File: src/cmc_defs.svh
// Overview of operation
// - select low gives normal, high gives standby
// - normal mode: transmit low drives bus dominant
// - normal mode: receive output mirrors bus state
// - standby: transmitter, receiver off, detector watches
// - long standby dominant wakes, receive low later
// - wake not latched, released after recessive delay
// - unconditioned: dominant at entry wakes at once
// - conditioned: entry dominant ignored until released
// - split output enabled only in normal mode
// - overtemperature switches transmitter off, rest runs
// - thermal off clears when cool and transmit high
// - dominant timer starts on transmit falling edge
// - transmit low too long disables the transmitter
// - transmit rising edge resets timer and disable
// - floating transmit or select input reads high
`ifndef CMC_DEFS_SVH
`define CMC_DEFS_SVH

// sampling clock and durations in ns
`define CMC_CLK_NS        10
`define CMC_WAKE_FILT_NS  500
`define CMC_WAKE_VRFY_NS  1000
`define CMC_WAKE_REL_NS   500
`define CMC_DOM_TMO_NS    1000000
// least times: round up to whole cycles
`define CMC_CYC(t) (((t) + `CMC_CLK_NS - 1) / `CMC_CLK_NS)
`define CMC_WAKE_FILT_CYC `CMC_CYC(`CMC_WAKE_FILT_NS)
`define CMC_WAKE_VRFY_CYC `CMC_CYC(`CMC_WAKE_VRFY_NS)
`define CMC_WAKE_REL_CYC  `CMC_CYC(`CMC_WAKE_REL_NS)
`define CMC_DOM_TMO_CYC   `CMC_CYC(`CMC_DOM_TMO_NS)

// register byte offsets
`define CMC_OFF_CTRL      8'h00
`define CMC_OFF_STATE     8'h04
`define CMC_OFF_IRQ_STAT  8'h08
`define CMC_OFF_IRQ_EN    8'h0C
`define CMC_OFF_IRQ_CLR   8'h10

// field positions
`define CMC_CTRL_UNCOND   0
`define CMC_ST_STBY       0
`define CMC_ST_THERM      1
`define CMC_ST_TMO        2
`define CMC_ST_WAKE       3
`define CMC_ST_TXD        4
`define CMC_ST_BUS        5
`define CMC_IRQ_WAKE      0
`define CMC_IRQ_THERM     1
`define CMC_IRQ_TMO       2

// reset values
`define CMC_UNCOND_RST    1'b1
`define CMC_IRQ_RST       3'h0
`define CMC_WORD_RST      32'h0000_0000

`endif

File: src/cmc_pkg.sv
package cmc_pkg;
   // standby wake detector states
   typedef enum logic [2:0] {
      WK_IDLE,
      WK_BLOCK,
      WK_FILTER,
      WK_VERIFY,
      WK_ACTIVE,
      WK_RELEASE
   } cmc_wake_type;
   // one bit per interrupt source
   typedef logic [2:0] cmc_irq_type;
endpackage

File: src/cmc_tmr_if.sv
`timescale 1ns/1ps
`default_nettype none
// run request and expiry of one duration timer
interface cmc_tmr_if;
   logic run;
   logic done;
   modport owner (output run, input done);
   modport timer (input run, output done);
endinterface
`default_nettype wire

File: src/cmc_sync.sv
`timescale 1ns/1ps
`default_nettype none
module cmc_sync #(
   parameter int               WIDTH   = 1,
   parameter logic [WIDTH-1:0] RST_VAL = '0
) (
   // clock and reset
   input  wire logic             clk_in,
   input  wire logic             rst_in,
   // raw and synchronised levels
   input  wire logic [WIDTH-1:0] d_in,
   output logic      [WIDTH-1:0] q_out
);
   logic [WIDTH-1:0] meta_r;

   // two stages; only the second stage reads the first
   always_ff @(posedge clk_in) begin
      if (rst_in) begin
         meta_r <= RST_VAL;
         q_out  <= RST_VAL;
      end else begin
         meta_r <= d_in;
         q_out  <= meta_r;
      end
   end
endmodule
`default_nettype wire

File: src/cmc_timer.sv
`timescale 1ns/1ps
`default_nettype none
module cmc_timer #(
   parameter int LIMIT = 16
) (
   // clock and reset
   input  wire logic clk_in,
   input  wire logic rst_in,
   // run and expiry
   cmc_tmr_if.timer  tmr
);
   import cmc_pkg::*;
   localparam int           W   = $clog2(LIMIT + 1);
   localparam logic [W-1:0] LIM = W'(LIMIT);

   logic [W-1:0] cnt_r;
   logic [W-1:0] cnt_nxt;

   // count while run, park at limit, restart as soon as run drops
   assign cnt_nxt  = !tmr.run ? '0 :
                     (cnt_r == LIM) ? cnt_r : cnt_r + 1'b1;
   assign tmr.done = tmr.run && (cnt_r == LIM);

   always_ff @(posedge clk_in) begin
      if (rst_in) begin
         cnt_r <= '0;
      end else begin
         cnt_r <= cnt_nxt;
      end
   end
endmodule
`default_nettype wire

File: src/cmc_mode_ctrl.sv
// Register access over APB and the register offsets were left to the implementer.
`timescale 1ns/1ps
`default_nettype none
`include "cmc_defs.svh"
module cmc_mode_ctrl #(
   parameter int WAKE_FILT_CYC = `CMC_WAKE_FILT_CYC,
   parameter int WAKE_VRFY_CYC = `CMC_WAKE_VRFY_CYC,
   parameter int WAKE_REL_CYC  = `CMC_WAKE_REL_CYC,
   parameter int DOM_TMO_CYC   = `CMC_DOM_TMO_CYC
) (
   // clock and reset
   input  wire logic        CLOCK_IN,
   input  wire logic        SYS_RST_IN,
   // protocol controller side
   input  wire logic        TXD_IN,
   input  wire logic        TXD_FLOAT_IN,
   input  wire logic        STANDBY_SELECT_IN,
   input  wire logic        STANDBY_FLOAT_IN,
   output logic             RXD_OUT,
   // bus side
   input  wire logic        BUS_DOM_IN,
   input  wire logic        LP_BUS_DOM_IN,
   input  wire logic        OVERTEMP_IN,
   output logic             TX_DOMINANT_OUT,
   output logic             NORMAL_RX_EN_OUT,
   output logic             LP_DET_EN_OUT,
   output logic             SPLIT_EN_OUT,
   output logic             TXD_PULLUP_EN_OUT,
   output logic             STBY_PULLUP_EN_OUT,
   // apb slave
   input  wire logic        PSEL_IN,
   input  wire logic        PENABLE_IN,
   input  wire logic        PWRITE_IN,
   input  wire logic [7:0]  PADDR_IN,
   input  wire logic [31:0] PWDATA_IN,
   output logic      [31:0] PRDATA_OUT,
   output logic             PREADY_OUT,
   output logic             PSLVERR_OUT,
   // interrupt
   output logic             IRQ_OUT
);
   import cmc_pkg::*;

   // synchronised inputs
   logic [4:0]   raw_in;
   logic [4:0]   sync_q;
   logic         txd;
   logic         sel_sb;
   logic         bus_dom;
   logic         lp_dom;
   logic         hot;
   // mode and datapath state
   logic         mode_sb_r;
   logic         tx_r;
   logic         rx_r;
   logic         split_r;
   logic         rx_en_r;
   logic         stby_enter;
   logic         tx_nxt;
   logic         rx_nxt;
   // wake detector
   cmc_wake_type wk_r;
   cmc_wake_type wk_nxt;
   logic         wake_low;
   logic         wake_low_nxt;
   // thermal and dominant time-out
   logic         therm_r;
   logic         therm_nxt;
   logic         txd_prev_r;
   logic         txd_fall;
   logic         txd_rise;
   logic         low_run_r;
   logic         low_run_nxt;
   logic         tmo_r;
   logic         tmo_nxt;
   logic [2:0]   warm_r;
   // software visible
   logic         uncond_r;
   cmc_irq_type  irq_stat_r;
   cmc_irq_type  irq_en_r;
   cmc_irq_type  irq_ev;
   cmc_irq_type  irq_clr;
   cmc_irq_type  irq_stat_nxt;
   logic [31:0]  state_word;
   logic [31:0]  rd_mux;
   logic [31:0]  prdata_r;
   logic         slverr_r;
   logic         apb_setup;
   logic         apb_wr;
   logic         hit_ctrl;
   logic         hit_state;
   logic         hit_stat;
   logic         hit_en;
   logic         hit_clr;
   logic         hit_any;

   // timers
   cmc_tmr_if filt_if ();
   cmc_tmr_if vrfy_if ();
   cmc_tmr_if rel_if ();
   cmc_tmr_if dom_if ();

   // a floating pin is pulled high before it is sampled
   assign raw_in = {OVERTEMP_IN, LP_BUS_DOM_IN, BUS_DOM_IN,
                    STANDBY_SELECT_IN | STANDBY_FLOAT_IN,
                    TXD_IN | TXD_FLOAT_IN};

   // reset value: recessive transmit, standby selected
   cmc_sync #(.WIDTH(5), .RST_VAL(5'h03)) u_sync (
      .clk_in(CLOCK_IN), .rst_in(SYS_RST_IN), .d_in(raw_in),
      .q_out(sync_q));

   assign txd     = sync_q[0];
   assign sel_sb  = sync_q[1];
   assign bus_dom = sync_q[2];
   assign lp_dom  = sync_q[3];
   assign hot     = sync_q[4];

   cmc_timer #(.LIMIT(WAKE_FILT_CYC)) u_filt (
      .clk_in(CLOCK_IN), .rst_in(SYS_RST_IN), .tmr(filt_if));
   cmc_timer #(.LIMIT(WAKE_VRFY_CYC)) u_vrfy (
      .clk_in(CLOCK_IN), .rst_in(SYS_RST_IN), .tmr(vrfy_if));
   cmc_timer #(.LIMIT(WAKE_REL_CYC)) u_rel (
      .clk_in(CLOCK_IN), .rst_in(SYS_RST_IN), .tmr(rel_if));
   cmc_timer #(.LIMIT(DOM_TMO_CYC)) u_dom (
      .clk_in(CLOCK_IN), .rst_in(SYS_RST_IN), .tmr(dom_if));

   // timer run conditions
   assign filt_if.run = mode_sb_r && (wk_r == WK_FILTER) && lp_dom;
   assign vrfy_if.run = mode_sb_r && (wk_r == WK_VERIFY);
   assign rel_if.run  = mode_sb_r && (wk_r == WK_RELEASE) && !lp_dom;
   assign dom_if.run  = low_run_r && !txd;

   // mode entry and wake level
   assign stby_enter   = sel_sb && !mode_sb_r;
   assign wake_low     = (wk_r == WK_ACTIVE) || (wk_r == WK_RELEASE);
   assign wake_low_nxt = (wk_nxt == WK_ACTIVE) || (wk_nxt == WK_RELEASE);

   // wake detector; it sleeps in idle while the mode is normal
   always_comb begin
      wk_nxt = wk_r;
      if (!mode_sb_r) begin
         if (!stby_enter || !lp_dom) begin
            wk_nxt = WK_IDLE;
         end else if (uncond_r) begin
            wk_nxt = WK_ACTIVE;
         end else begin
            wk_nxt = WK_BLOCK;
         end
      end else begin
         unique case (wk_r)
            WK_IDLE: begin
               if (lp_dom) wk_nxt = WK_FILTER;
            end
            WK_BLOCK: begin
               if (!lp_dom) wk_nxt = WK_IDLE;
            end
            WK_FILTER: begin
               if (!lp_dom) begin
                  wk_nxt = WK_IDLE;
               end else if (filt_if.done) begin
                  wk_nxt = WK_VERIFY;
               end
            end
            WK_VERIFY: begin
               if (vrfy_if.done) wk_nxt = WK_ACTIVE;
            end
            WK_ACTIVE: begin
               if (!lp_dom) wk_nxt = WK_RELEASE;
            end
            WK_RELEASE: begin
               if (lp_dom) begin
                  wk_nxt = WK_ACTIVE;
               end else if (rel_if.done) begin
                  wk_nxt = WK_IDLE;
               end
            end
            default: begin
               wk_nxt = WK_IDLE;
            end
         endcase
      end
   end

   // transmit path: any protection or standby forces recessive
   assign tx_nxt = !mode_sb_r && !txd && !therm_r && !tmo_r;
   assign rx_nxt = mode_sb_r ? !wake_low : !bus_dom;

   // thermal latch; overtemperature wins over the release
   assign therm_nxt = hot || (therm_r && !txd);

   // dominant time-out, armed by a falling edge only; until the
   // synchroniser is flushed after reset its reset level could fake one
   assign txd_fall    = warm_r[2] && txd_prev_r && !txd;
   assign txd_rise    = !txd_prev_r && txd;
   assign low_run_nxt = txd_fall ? 1'b1 : (txd_rise ? 1'b0 : low_run_r);
   assign tmo_nxt     = txd_rise ? 1'b0 : (tmo_r || dom_if.done);

   // mode and pin outputs, all registered
   always_ff @(posedge CLOCK_IN) begin
      if (SYS_RST_IN) begin
         mode_sb_r <= 1'b1;
         tx_r      <= 1'b0;
         rx_r      <= 1'b1;
         split_r   <= 1'b0;
         rx_en_r   <= 1'b0;
         wk_r      <= WK_IDLE;
      end else begin
         mode_sb_r <= sel_sb;
         tx_r      <= tx_nxt;
         rx_r      <= rx_nxt;
         split_r   <= !sel_sb;
         rx_en_r   <= !sel_sb;
         wk_r      <= wk_nxt;
      end
   end

   // protection state
   always_ff @(posedge CLOCK_IN) begin
      if (SYS_RST_IN) begin
         therm_r    <= 1'b0;
         txd_prev_r <= 1'b1;
         low_run_r  <= 1'b0;
         tmo_r      <= 1'b0;
         warm_r     <= 3'h0;
      end else begin
         warm_r     <= {warm_r[1:0], 1'b1};
         therm_r    <= therm_nxt;
         txd_prev_r <= txd;
         low_run_r  <= low_run_nxt;
         tmo_r      <= tmo_nxt;
      end
   end

   assign TX_DOMINANT_OUT    = tx_r;
   assign RXD_OUT            = rx_r;
   assign SPLIT_EN_OUT       = split_r;
   assign NORMAL_RX_EN_OUT   = rx_en_r;
   assign LP_DET_EN_OUT      = mode_sb_r;
   // pull-ups are always on, so a cut wire reads high
   assign TXD_PULLUP_EN_OUT  = 1'b1;
   assign STBY_PULLUP_EN_OUT = 1'b1;

   // apb decode; zero wait states, so pready is tied high
   assign apb_setup = PSEL_IN && !PENABLE_IN;
   assign apb_wr    = PSEL_IN && PENABLE_IN && PWRITE_IN;
   assign hit_ctrl  = (PADDR_IN == `CMC_OFF_CTRL);
   assign hit_state = (PADDR_IN == `CMC_OFF_STATE);
   assign hit_stat  = (PADDR_IN == `CMC_OFF_IRQ_STAT);
   assign hit_en    = (PADDR_IN == `CMC_OFF_IRQ_EN);
   assign hit_clr   = (PADDR_IN == `CMC_OFF_IRQ_CLR);
   assign hit_any   = hit_ctrl || hit_state || hit_stat || hit_en || hit_clr;

   // live state word
   always_comb begin
      state_word                = `CMC_WORD_RST;
      state_word[`CMC_ST_STBY]  = mode_sb_r;
      state_word[`CMC_ST_THERM] = therm_r;
      state_word[`CMC_ST_TMO]   = tmo_r;
      state_word[`CMC_ST_WAKE]  = wake_low;
      state_word[`CMC_ST_TXD]   = txd;
      state_word[`CMC_ST_BUS]   = bus_dom;
   end

   // read select; the clear register reads as zero
   assign rd_mux = hit_ctrl  ? {31'h0000_0000, uncond_r} :
                   hit_state ? state_word :
                   hit_stat  ? {29'h0000_0000, irq_stat_r} :
                   hit_en    ? {29'h0000_0000, irq_en_r} :
                   `CMC_WORD_RST;

   // events; a set in the same cycle as its clear survives
   assign irq_ev[`CMC_IRQ_WAKE]  = wake_low_nxt && !wake_low;
   assign irq_ev[`CMC_IRQ_THERM] = hot && !therm_r;
   assign irq_ev[`CMC_IRQ_TMO]   = dom_if.done && !tmo_r;
   assign irq_clr      = (apb_wr && hit_clr) ? PWDATA_IN[2:0] : `CMC_IRQ_RST;
   assign irq_stat_nxt = (irq_stat_r & ~irq_clr) | irq_ev;

   // read data is caught in setup; it may lag live state by one cycle
   always_ff @(posedge CLOCK_IN) begin
      if (SYS_RST_IN) begin
         prdata_r <= `CMC_WORD_RST;
         slverr_r <= 1'b0;
      end else if (apb_setup) begin
         prdata_r <= rd_mux;
         slverr_r <= !hit_any;
      end
   end

   // software registers
   always_ff @(posedge CLOCK_IN) begin
      if (SYS_RST_IN) begin
         uncond_r   <= `CMC_UNCOND_RST;
         irq_en_r   <= `CMC_IRQ_RST;
         irq_stat_r <= `CMC_IRQ_RST;
      end else begin
         if (apb_wr && hit_ctrl) uncond_r <= PWDATA_IN[`CMC_CTRL_UNCOND];
         if (apb_wr && hit_en) irq_en_r <= PWDATA_IN[2:0];
         irq_stat_r <= irq_stat_nxt;
      end
   end

   assign PRDATA_OUT  = prdata_r;
   assign PSLVERR_OUT = slverr_r;
   assign PREADY_OUT  = 1'b1;
   assign IRQ_OUT     = |(irq_stat_r & irq_en_r);
endmodule
`default_nettype wire

File: config.mk
export PLATFORM = sky130hd
export DESIGN_NAME = cmc_mode_ctrl
export DESIGN_NICKNAME = d
export VERILOG_FILES = /design/src/cmc_pkg.sv /design/src/cmc_tmr_if.sv /design/src/cmc_sync.sv /design/src/cmc_timer.sv /design/src/cmc_mode_ctrl.sv
export VERILOG_INCLUDE_DIRS = /design/src
export SDC_FILE = /design/constraint.sdc
export NUM_CORES = 1
export LEC_CHECK = 0
export BUFFER_PORTS_ARGS = -buffer_cell sky130_fd_sc_hd__buf_2
export CAP_MARGIN = 20
export CORE_UTILIZATION = 48
export DETAILED_ROUTE_END_ITERATION = 10
export PLACE_DENSITY = 0.75
export SKIP_CTS_REPAIR_TIMING = 1
export SYNTH_ARGS = -nofsm -noshare
export SYNTH_HDL_FRONTEND = slang
export SYNTH_HIERARCHICAL = 1
export SYNTH_SLANG_ARGS = --single-unit
export TNS_END_PERCENT = 10
File: constraint.sdc
create_clock -name CLOCK_IN -period 1.6 [get_ports CLOCK_IN]
set_input_delay 0.08 -clock CLOCK_IN [delete_from_list [all_inputs] [get_ports CLOCK_IN]]
set_output_delay 0.08 -clock CLOCK_IN [all_outputs]
set_load 0.1 [all_outputs]
After elaboration in Yosys (flattened, before gate mapping):

Cells that the tools add are included.

* add/sub/neg operators: 4
* equality and inequality tests: 15
* mux-type cells: 21
* bitwise logic cells: 10
* reductions and logical operators: 57

Operators with widths (number)
* $mux 3: 14
* $logic_and 1x1->1: 27
* $pmux 3 s6: 1
* $add 17x1->17 const B: 1
* $eq 17x17->1 const B: 1
* $eq 8x4->1 const B: 2
* $add 6x1->6 const B: 2
* $eq 3x3->1 const B: 4
* $eq 6x6->1 const B: 2
* $logic_not 1->1: 12
* $mux 6: 2
* $reduce_or 2->1: 5
* $logic_or 1x1->1: 9
* $eq 8x3->1 const B: 1
* $eq 8x5->1 const B: 1
* $logic_not 8->1: 1
* $add 7x1->7 const B: 1
* $eq 7x7->1 const B: 1
* $and 3x3->3: 2
* $eq 3x2->1 const B: 2
* $mux 1: 4
* $not 1->1: 4
* $eq 3x1->1 const B: 1
* $logic_not 3->1: 1
* other kinds (5): 6

* bits in registers: 100
* output and inout port bits: 42

Depth between registers and ports, before layout:

* word-level depth: 12
* depth in mapped cells: 8

Hierarchy:

Netlist, hierarchy kept.

Modules (own cells, without submodules)
* cmc_mode_ctrl: times used 1, cells an instance 171, area each 1483.9 um2, sequential area each 560.5 um2
* cmc_timer (u_dom): times used 1, cells an instance 96, area each 883.3 um2, sequential area each 340.3 um2
* cmc_timer (u_filt ...): times used 2, cells an instance 32, area each 300.3 um2, sequential area each 120.1 um2
* cmc_timer (u_vrfy): times used 1, cells an instance 41, area each 371.6 um2, sequential area each 140.1 um2
* cmc_sync: times used 1, cells an instance 20, area each 262.8 um2, sequential area each 200.2 um2

Least setup slack after synthesis:

Ideal clock, no wire load.

* kind: flip-flop to flip-flop
* start point: register mode_sb_r (netlist: LP_DET_EN_OUT)
* end point: register irq_stat_r[0]
* setup time: 0.117 ns
* arrival: 2.298 ns
* slack: -0.815 ns
* cell stages (with the launch flop): 9
* buffers on the path: 1
* period minus slack after synthesis: 2.415 ns
* cells stage by stage: dfxtp_1 clkbuf_1 nand2_1 nor3_1 and3_1 nand2_1 o211ai_1 o211ai_1 a32o_1

* longest elaborated chain between the ends: 11
* elaborated cells on any way between the ends: 25
* classes of those cells: eq/ne (2); mux (8); bitwise (1); reduce/logical (14)

RTL lines
* from (decl): line cmc_mode_ctrl.sv:53 `logic mode_sb_r;`
* from (signal assigned): line cmc_mode_ctrl.sv:209 `mode_sb_r <= sel_sb;`
* $logic_and 1x1->1 * (2 in series): line cmc_mode_ctrl.sv:131 `assign rel_if.run = mode_sb_r && (wk_r == WK_RELEASE) && !lp_dom;`
* via rel_if.run: line cmc_tmr_if.sv:5 `logic run;`
* $logic_and 1x1->1 *: line cmc_timer.sv:22 `assign tmr.done = tmr.run && (cnt_r == LIM);`
* via rel_if.done: line cmc_tmr_if.sv:6 `logic done;`
* $mux 3 *: line cmc_mode_ctrl.sv:174 `end else if (rel_if.done) begin`
* $mux 3 *: line cmc_mode_ctrl.sv:172 `if (lp_dom) begin`
* $pmux 3 s6 *: line cmc_mode_ctrl.sv:151 `unique case (wk_r)`
* $mux 3 *: line cmc_mode_ctrl.sv:142 `if (!mode_sb_r) begin`
* $eq 3x3->1: line cmc_mode_ctrl.sv:137 `assign wake_low_nxt = (wk_nxt == WK_ACTIVE) || (wk_nxt == WK_RELEASE);`
* $logic_or 1x1->1 *: line cmc_mode_ctrl.sv:137
* $logic_and 1x1->1 *: line cmc_mode_ctrl.sv:273 `` assign irq_ev[`CMC_IRQ_WAKE] = wake_low_nxt && !wake_low; ``
* $or 3x3->3 *: line cmc_mode_ctrl.sv:277 `assign irq_stat_nxt = (irq_stat_r & ~irq_clr) | irq_ev;`
* to (signal assigned): line cmc_mode_ctrl.sv:295 `` irq_stat_r <= `CMC_IRQ_RST; ``
* to (signal assigned): line cmc_mode_ctrl.sv:299 `irq_stat_r <= irq_stat_nxt;`
* to (decl): line cmc_mode_ctrl.sv:79 `cmc_irq_type irq_stat_r;`

Mark *: on every way through the listed nets, which the timed path passes. The rest lies on a longest branch.
A chain may end at the register's enable or synchronous reset.

Worst setup path in the final report:

* start point: register wk_r[1]
* end point: register wk_r[0]

* longest elaborated chain between the ends: 8
* elaborated cells on any way between the ends: 21
* classes of those cells: eq/ne (5); mux (7); reduce/logical (9)

RTL lines
* from (decl): line cmc_mode_ctrl.sv:62 `cmc_wake_type wk_r;`
* from (signal assigned): line cmc_mode_ctrl.sv:214 `wk_r <= wk_nxt;`
* $eq 3x2->1: line cmc_mode_ctrl.sv:129 `assign filt_if.run = mode_sb_r && (wk_r == WK_FILTER) && lp_dom;`
* $logic_and 1x1->1 (2 in series): line cmc_mode_ctrl.sv:129
* via filt_if.run: line cmc_tmr_if.sv:5
* $logic_and 1x1->1: line cmc_timer.sv:22
* via filt_if.done: line cmc_tmr_if.sv:6
* $mux 3: line cmc_mode_ctrl.sv:161 `end else if (filt_if.done) begin`
* $mux 3: line cmc_mode_ctrl.sv:159 `if (!lp_dom) begin`
* $pmux 3 s6: line cmc_mode_ctrl.sv:151
* $mux 3: line cmc_mode_ctrl.sv:142

The timed path passes the listed nets, and every way through them passes these cells.

==> results.cfg <==
[layout]
fin_util = 0.589
area_growth_syn_to_layout_pct = 18.6
final_common_cell = dfxtp_1
num_antenna_cells = 0
final_cell_mix = dfxtp_1, buf_2, nor2_1, buf_4, conb_1
drive_gt1_frac = 0.259
finalNetCount = 523

[pwr]
pwr_density_cell_mw_per_mm2 = 889
power_mw = 3.80
p_leak_nw = 1.69
ir_drop_mv = 0.605

[global_routing]
first_global_vias = 2530
antenna_found_initial = 0
overflow = 0
grt_pass1_wl_mm = 10.7
track_usage = 0.179
grt_max_degree = 22

[flow_run]
cap_viol_max_count = 0

[synth]
synth_compound_area_frac = 0.0924
ys.flop_type = dfxtp_1
synth_top_family_by_area = simple AND/OR/NAND/NOR gates
syn_inst = 392
synth_async_sr_flop_share = 0
ys_seq_elements = 74
syn_area_mm2 = 0.00360
synth_cell_types = 61
synthMuxAreaShare = 0.0406
synth_edf_count = 0
syn_area_per_cell_um2 = 9.19
synth-simple-area-share = 0.289
yosys_warnings = 6
synthAdderAreaFrac = 0.0278
ys_seq_area_frac = 0.411
synthXorXnorAreaFrac = 0.0438

[drt]
drtPass1Iterations = 4
viasPerCell = 4.99
drtIter0Drc = 104
wirelength_mm = 6.82
via_count = 2827
wire_per_inst_um = 12.0
drc = 0
ant_nets = 0

[sta]
slew_violations = 0
rsz0062_at_grt = true
fin_crit_sh = 1.04
fmax_mhz = 603
clock_skew_ns = 0.0106
setup_ws_ns = -0.0578
min_period_ns = 1.66
hold_slack_ns = 0.00542
setup_viol = 2
finalHoldViolCount = 0

[die]
core_area_mm2 = 0.00725
dieHeight_um = 88.6
dieArea_mm2 = 0.00786
start_util = 0.497
num_rows = 31
dieWidth_um = 88.6
ios = 94

[worst_setup_path]
worstPathArrival_ns = 1.92
r2r-start = wk_r[1]
cp.required_ns = 1.86
critical_path.endpoint_type = flip-flop
crit_type = flip-flop to flip-flop
crit_start = wk_r[1]
cp-start-kind = flip-flop
cp_max_fo = 4

[worst_hold_path]
min-delay-start = PWDATA_IN[2]
hp-class = input pin to flip-flop

[clock_tree]
clockRootBuffer = clkbuf_8
htreeDepth = 3
clk_pin_slew_worst_paths_ns = 0.08
cts_buffers = 9
cts_buffer_depth = 2
clk_latency_ns = 0.35
cts_tree = done
clock-sinks = 74

[placement]
port_buffers = 35
dpl.hpwl_mm = 4.96
gp_congestion = 0.791
dp_worst_setup_slack_ns = -0.0645

[run_status]
outcome = complete, but fails checks
violations = negative setup slack
cells by family after synthesis:
family                     Yosys count
adders and majority gates            8
DFF                                 74
other                                2
and+or+nand+nor                    169
xor gates and xnor gates            18
buffers and inverters               55
muxes                               12
AOI/OAI and AO/OA                   54
final timing paths:
kind	end	slack [ns]	cells past startpoint
worst min register to register	u_sync/q_out[0]	0.41	1
worst max-delay path	wk_r[0]	-0.06	7
worst min-delay path	irq_en_r[2]	0.005	3
worst max register to register	wk_r[0]	-0.06	7
synthesized netlist by cell type, types with 2 or more instances:
master    count  share of area
a21oi_1      22          0.031
a22o_1        2         0.0049
a31o_2        2         0.0049
a31oi_1       4         0.0069
a41o_1        2         0.0056
and2_4        3         0.0073
and3_1        5         0.0087
and4bb_4      2         0.0090
buf_4        30          0.063
clkbuf_1      5         0.0052
conb_1        2         0.0021
dfxtp_1      74           0.41
ha_1          8          0.028
inv_1        17          0.018
mux2_2        3         0.0094
mux2_4        2         0.0083
mux2i_1       6          0.017
nand2_1      26          0.027
nand2b_1      7          0.012
nand3_1      17          0.024
nand3_4       2         0.0097
nand3b_1      3         0.0063
nand4_1       7          0.012
nor2_1       30          0.031
nor2b_1      21          0.036
nor3_1        9          0.013
nor3_2        2         0.0056
nor3b_1       2         0.0042
nor4_1        4         0.0069
nor4_4        3          0.018
nor4bb_1      3         0.0083
o211ai_1      2         0.0042
o21ai_0      11          0.015
o22ai_1       2         0.0035
or2_1         4         0.0069
or2_2         3         0.0052
or3_1         5         0.0087
xnor2_1       9          0.022
xor2_1        9          0.022
through the flow:
step	std cells	cell area, µm²	setup TNS, ns
after floorplan	419	3730	-0.308
after global placement	545	3970	-0.0179
after detailed placement	545	3970	-0.0840
after CTS	561	4180	-0.127
after global routing	567	4270	-0.466
final	567	4270	-0.103
power breakdown:
part | internal [mW] | switching, mW | total, mW
Combinational | 0.0662 | 0.384 | 0.450
Sequential | 1.86 | 0.0110 | 1.87
Clock | 0.804 | 0.672 | 1.48
Total | 2.73 | 1.07 | 3.80
worst max-delay path: stages, from the launching register on:
cell and delay, ns:
dfxtp_1 0.35, nor2b_4 0.18, and4b_1 0.23, and3_1 0.16
nor2b_4 0.12, mux2i_1 0.07, o31a_1 0.23, a311oi_1 0.23
layout make-up:
cell class,instances,area [µm²]
repair buffers,71,460
multi-input cells,290,1930
clock buffers,12,155
inverters,17,63.8
fillers,649,2980
flip-flops and latches,74,1490
well taps,99,124
clock inverters,4,48.8
layer usage:
layer  vias up  wire length [µm]  GRT usage
li1       1444                 -          -
met1      1307              3020      0.214
met2        65              3430      0.299
met3        11               291     0.0606
met4         0                80     0.0630
met5         -                 0          0
state kept, by name, summed over array words and instances, names as in the netlist, 5 cells and up:
register       flops
u_filt/cnt_r       6
PRDATA_OUT         6
u_sync/meta_r      5
u_sync/q_out       5
u_rel/cnt_r        6
u_dom/cnt_r       17
u_vrfy/cnt_r       7
No activity file was read; power rests on OpenSTA's default activity.
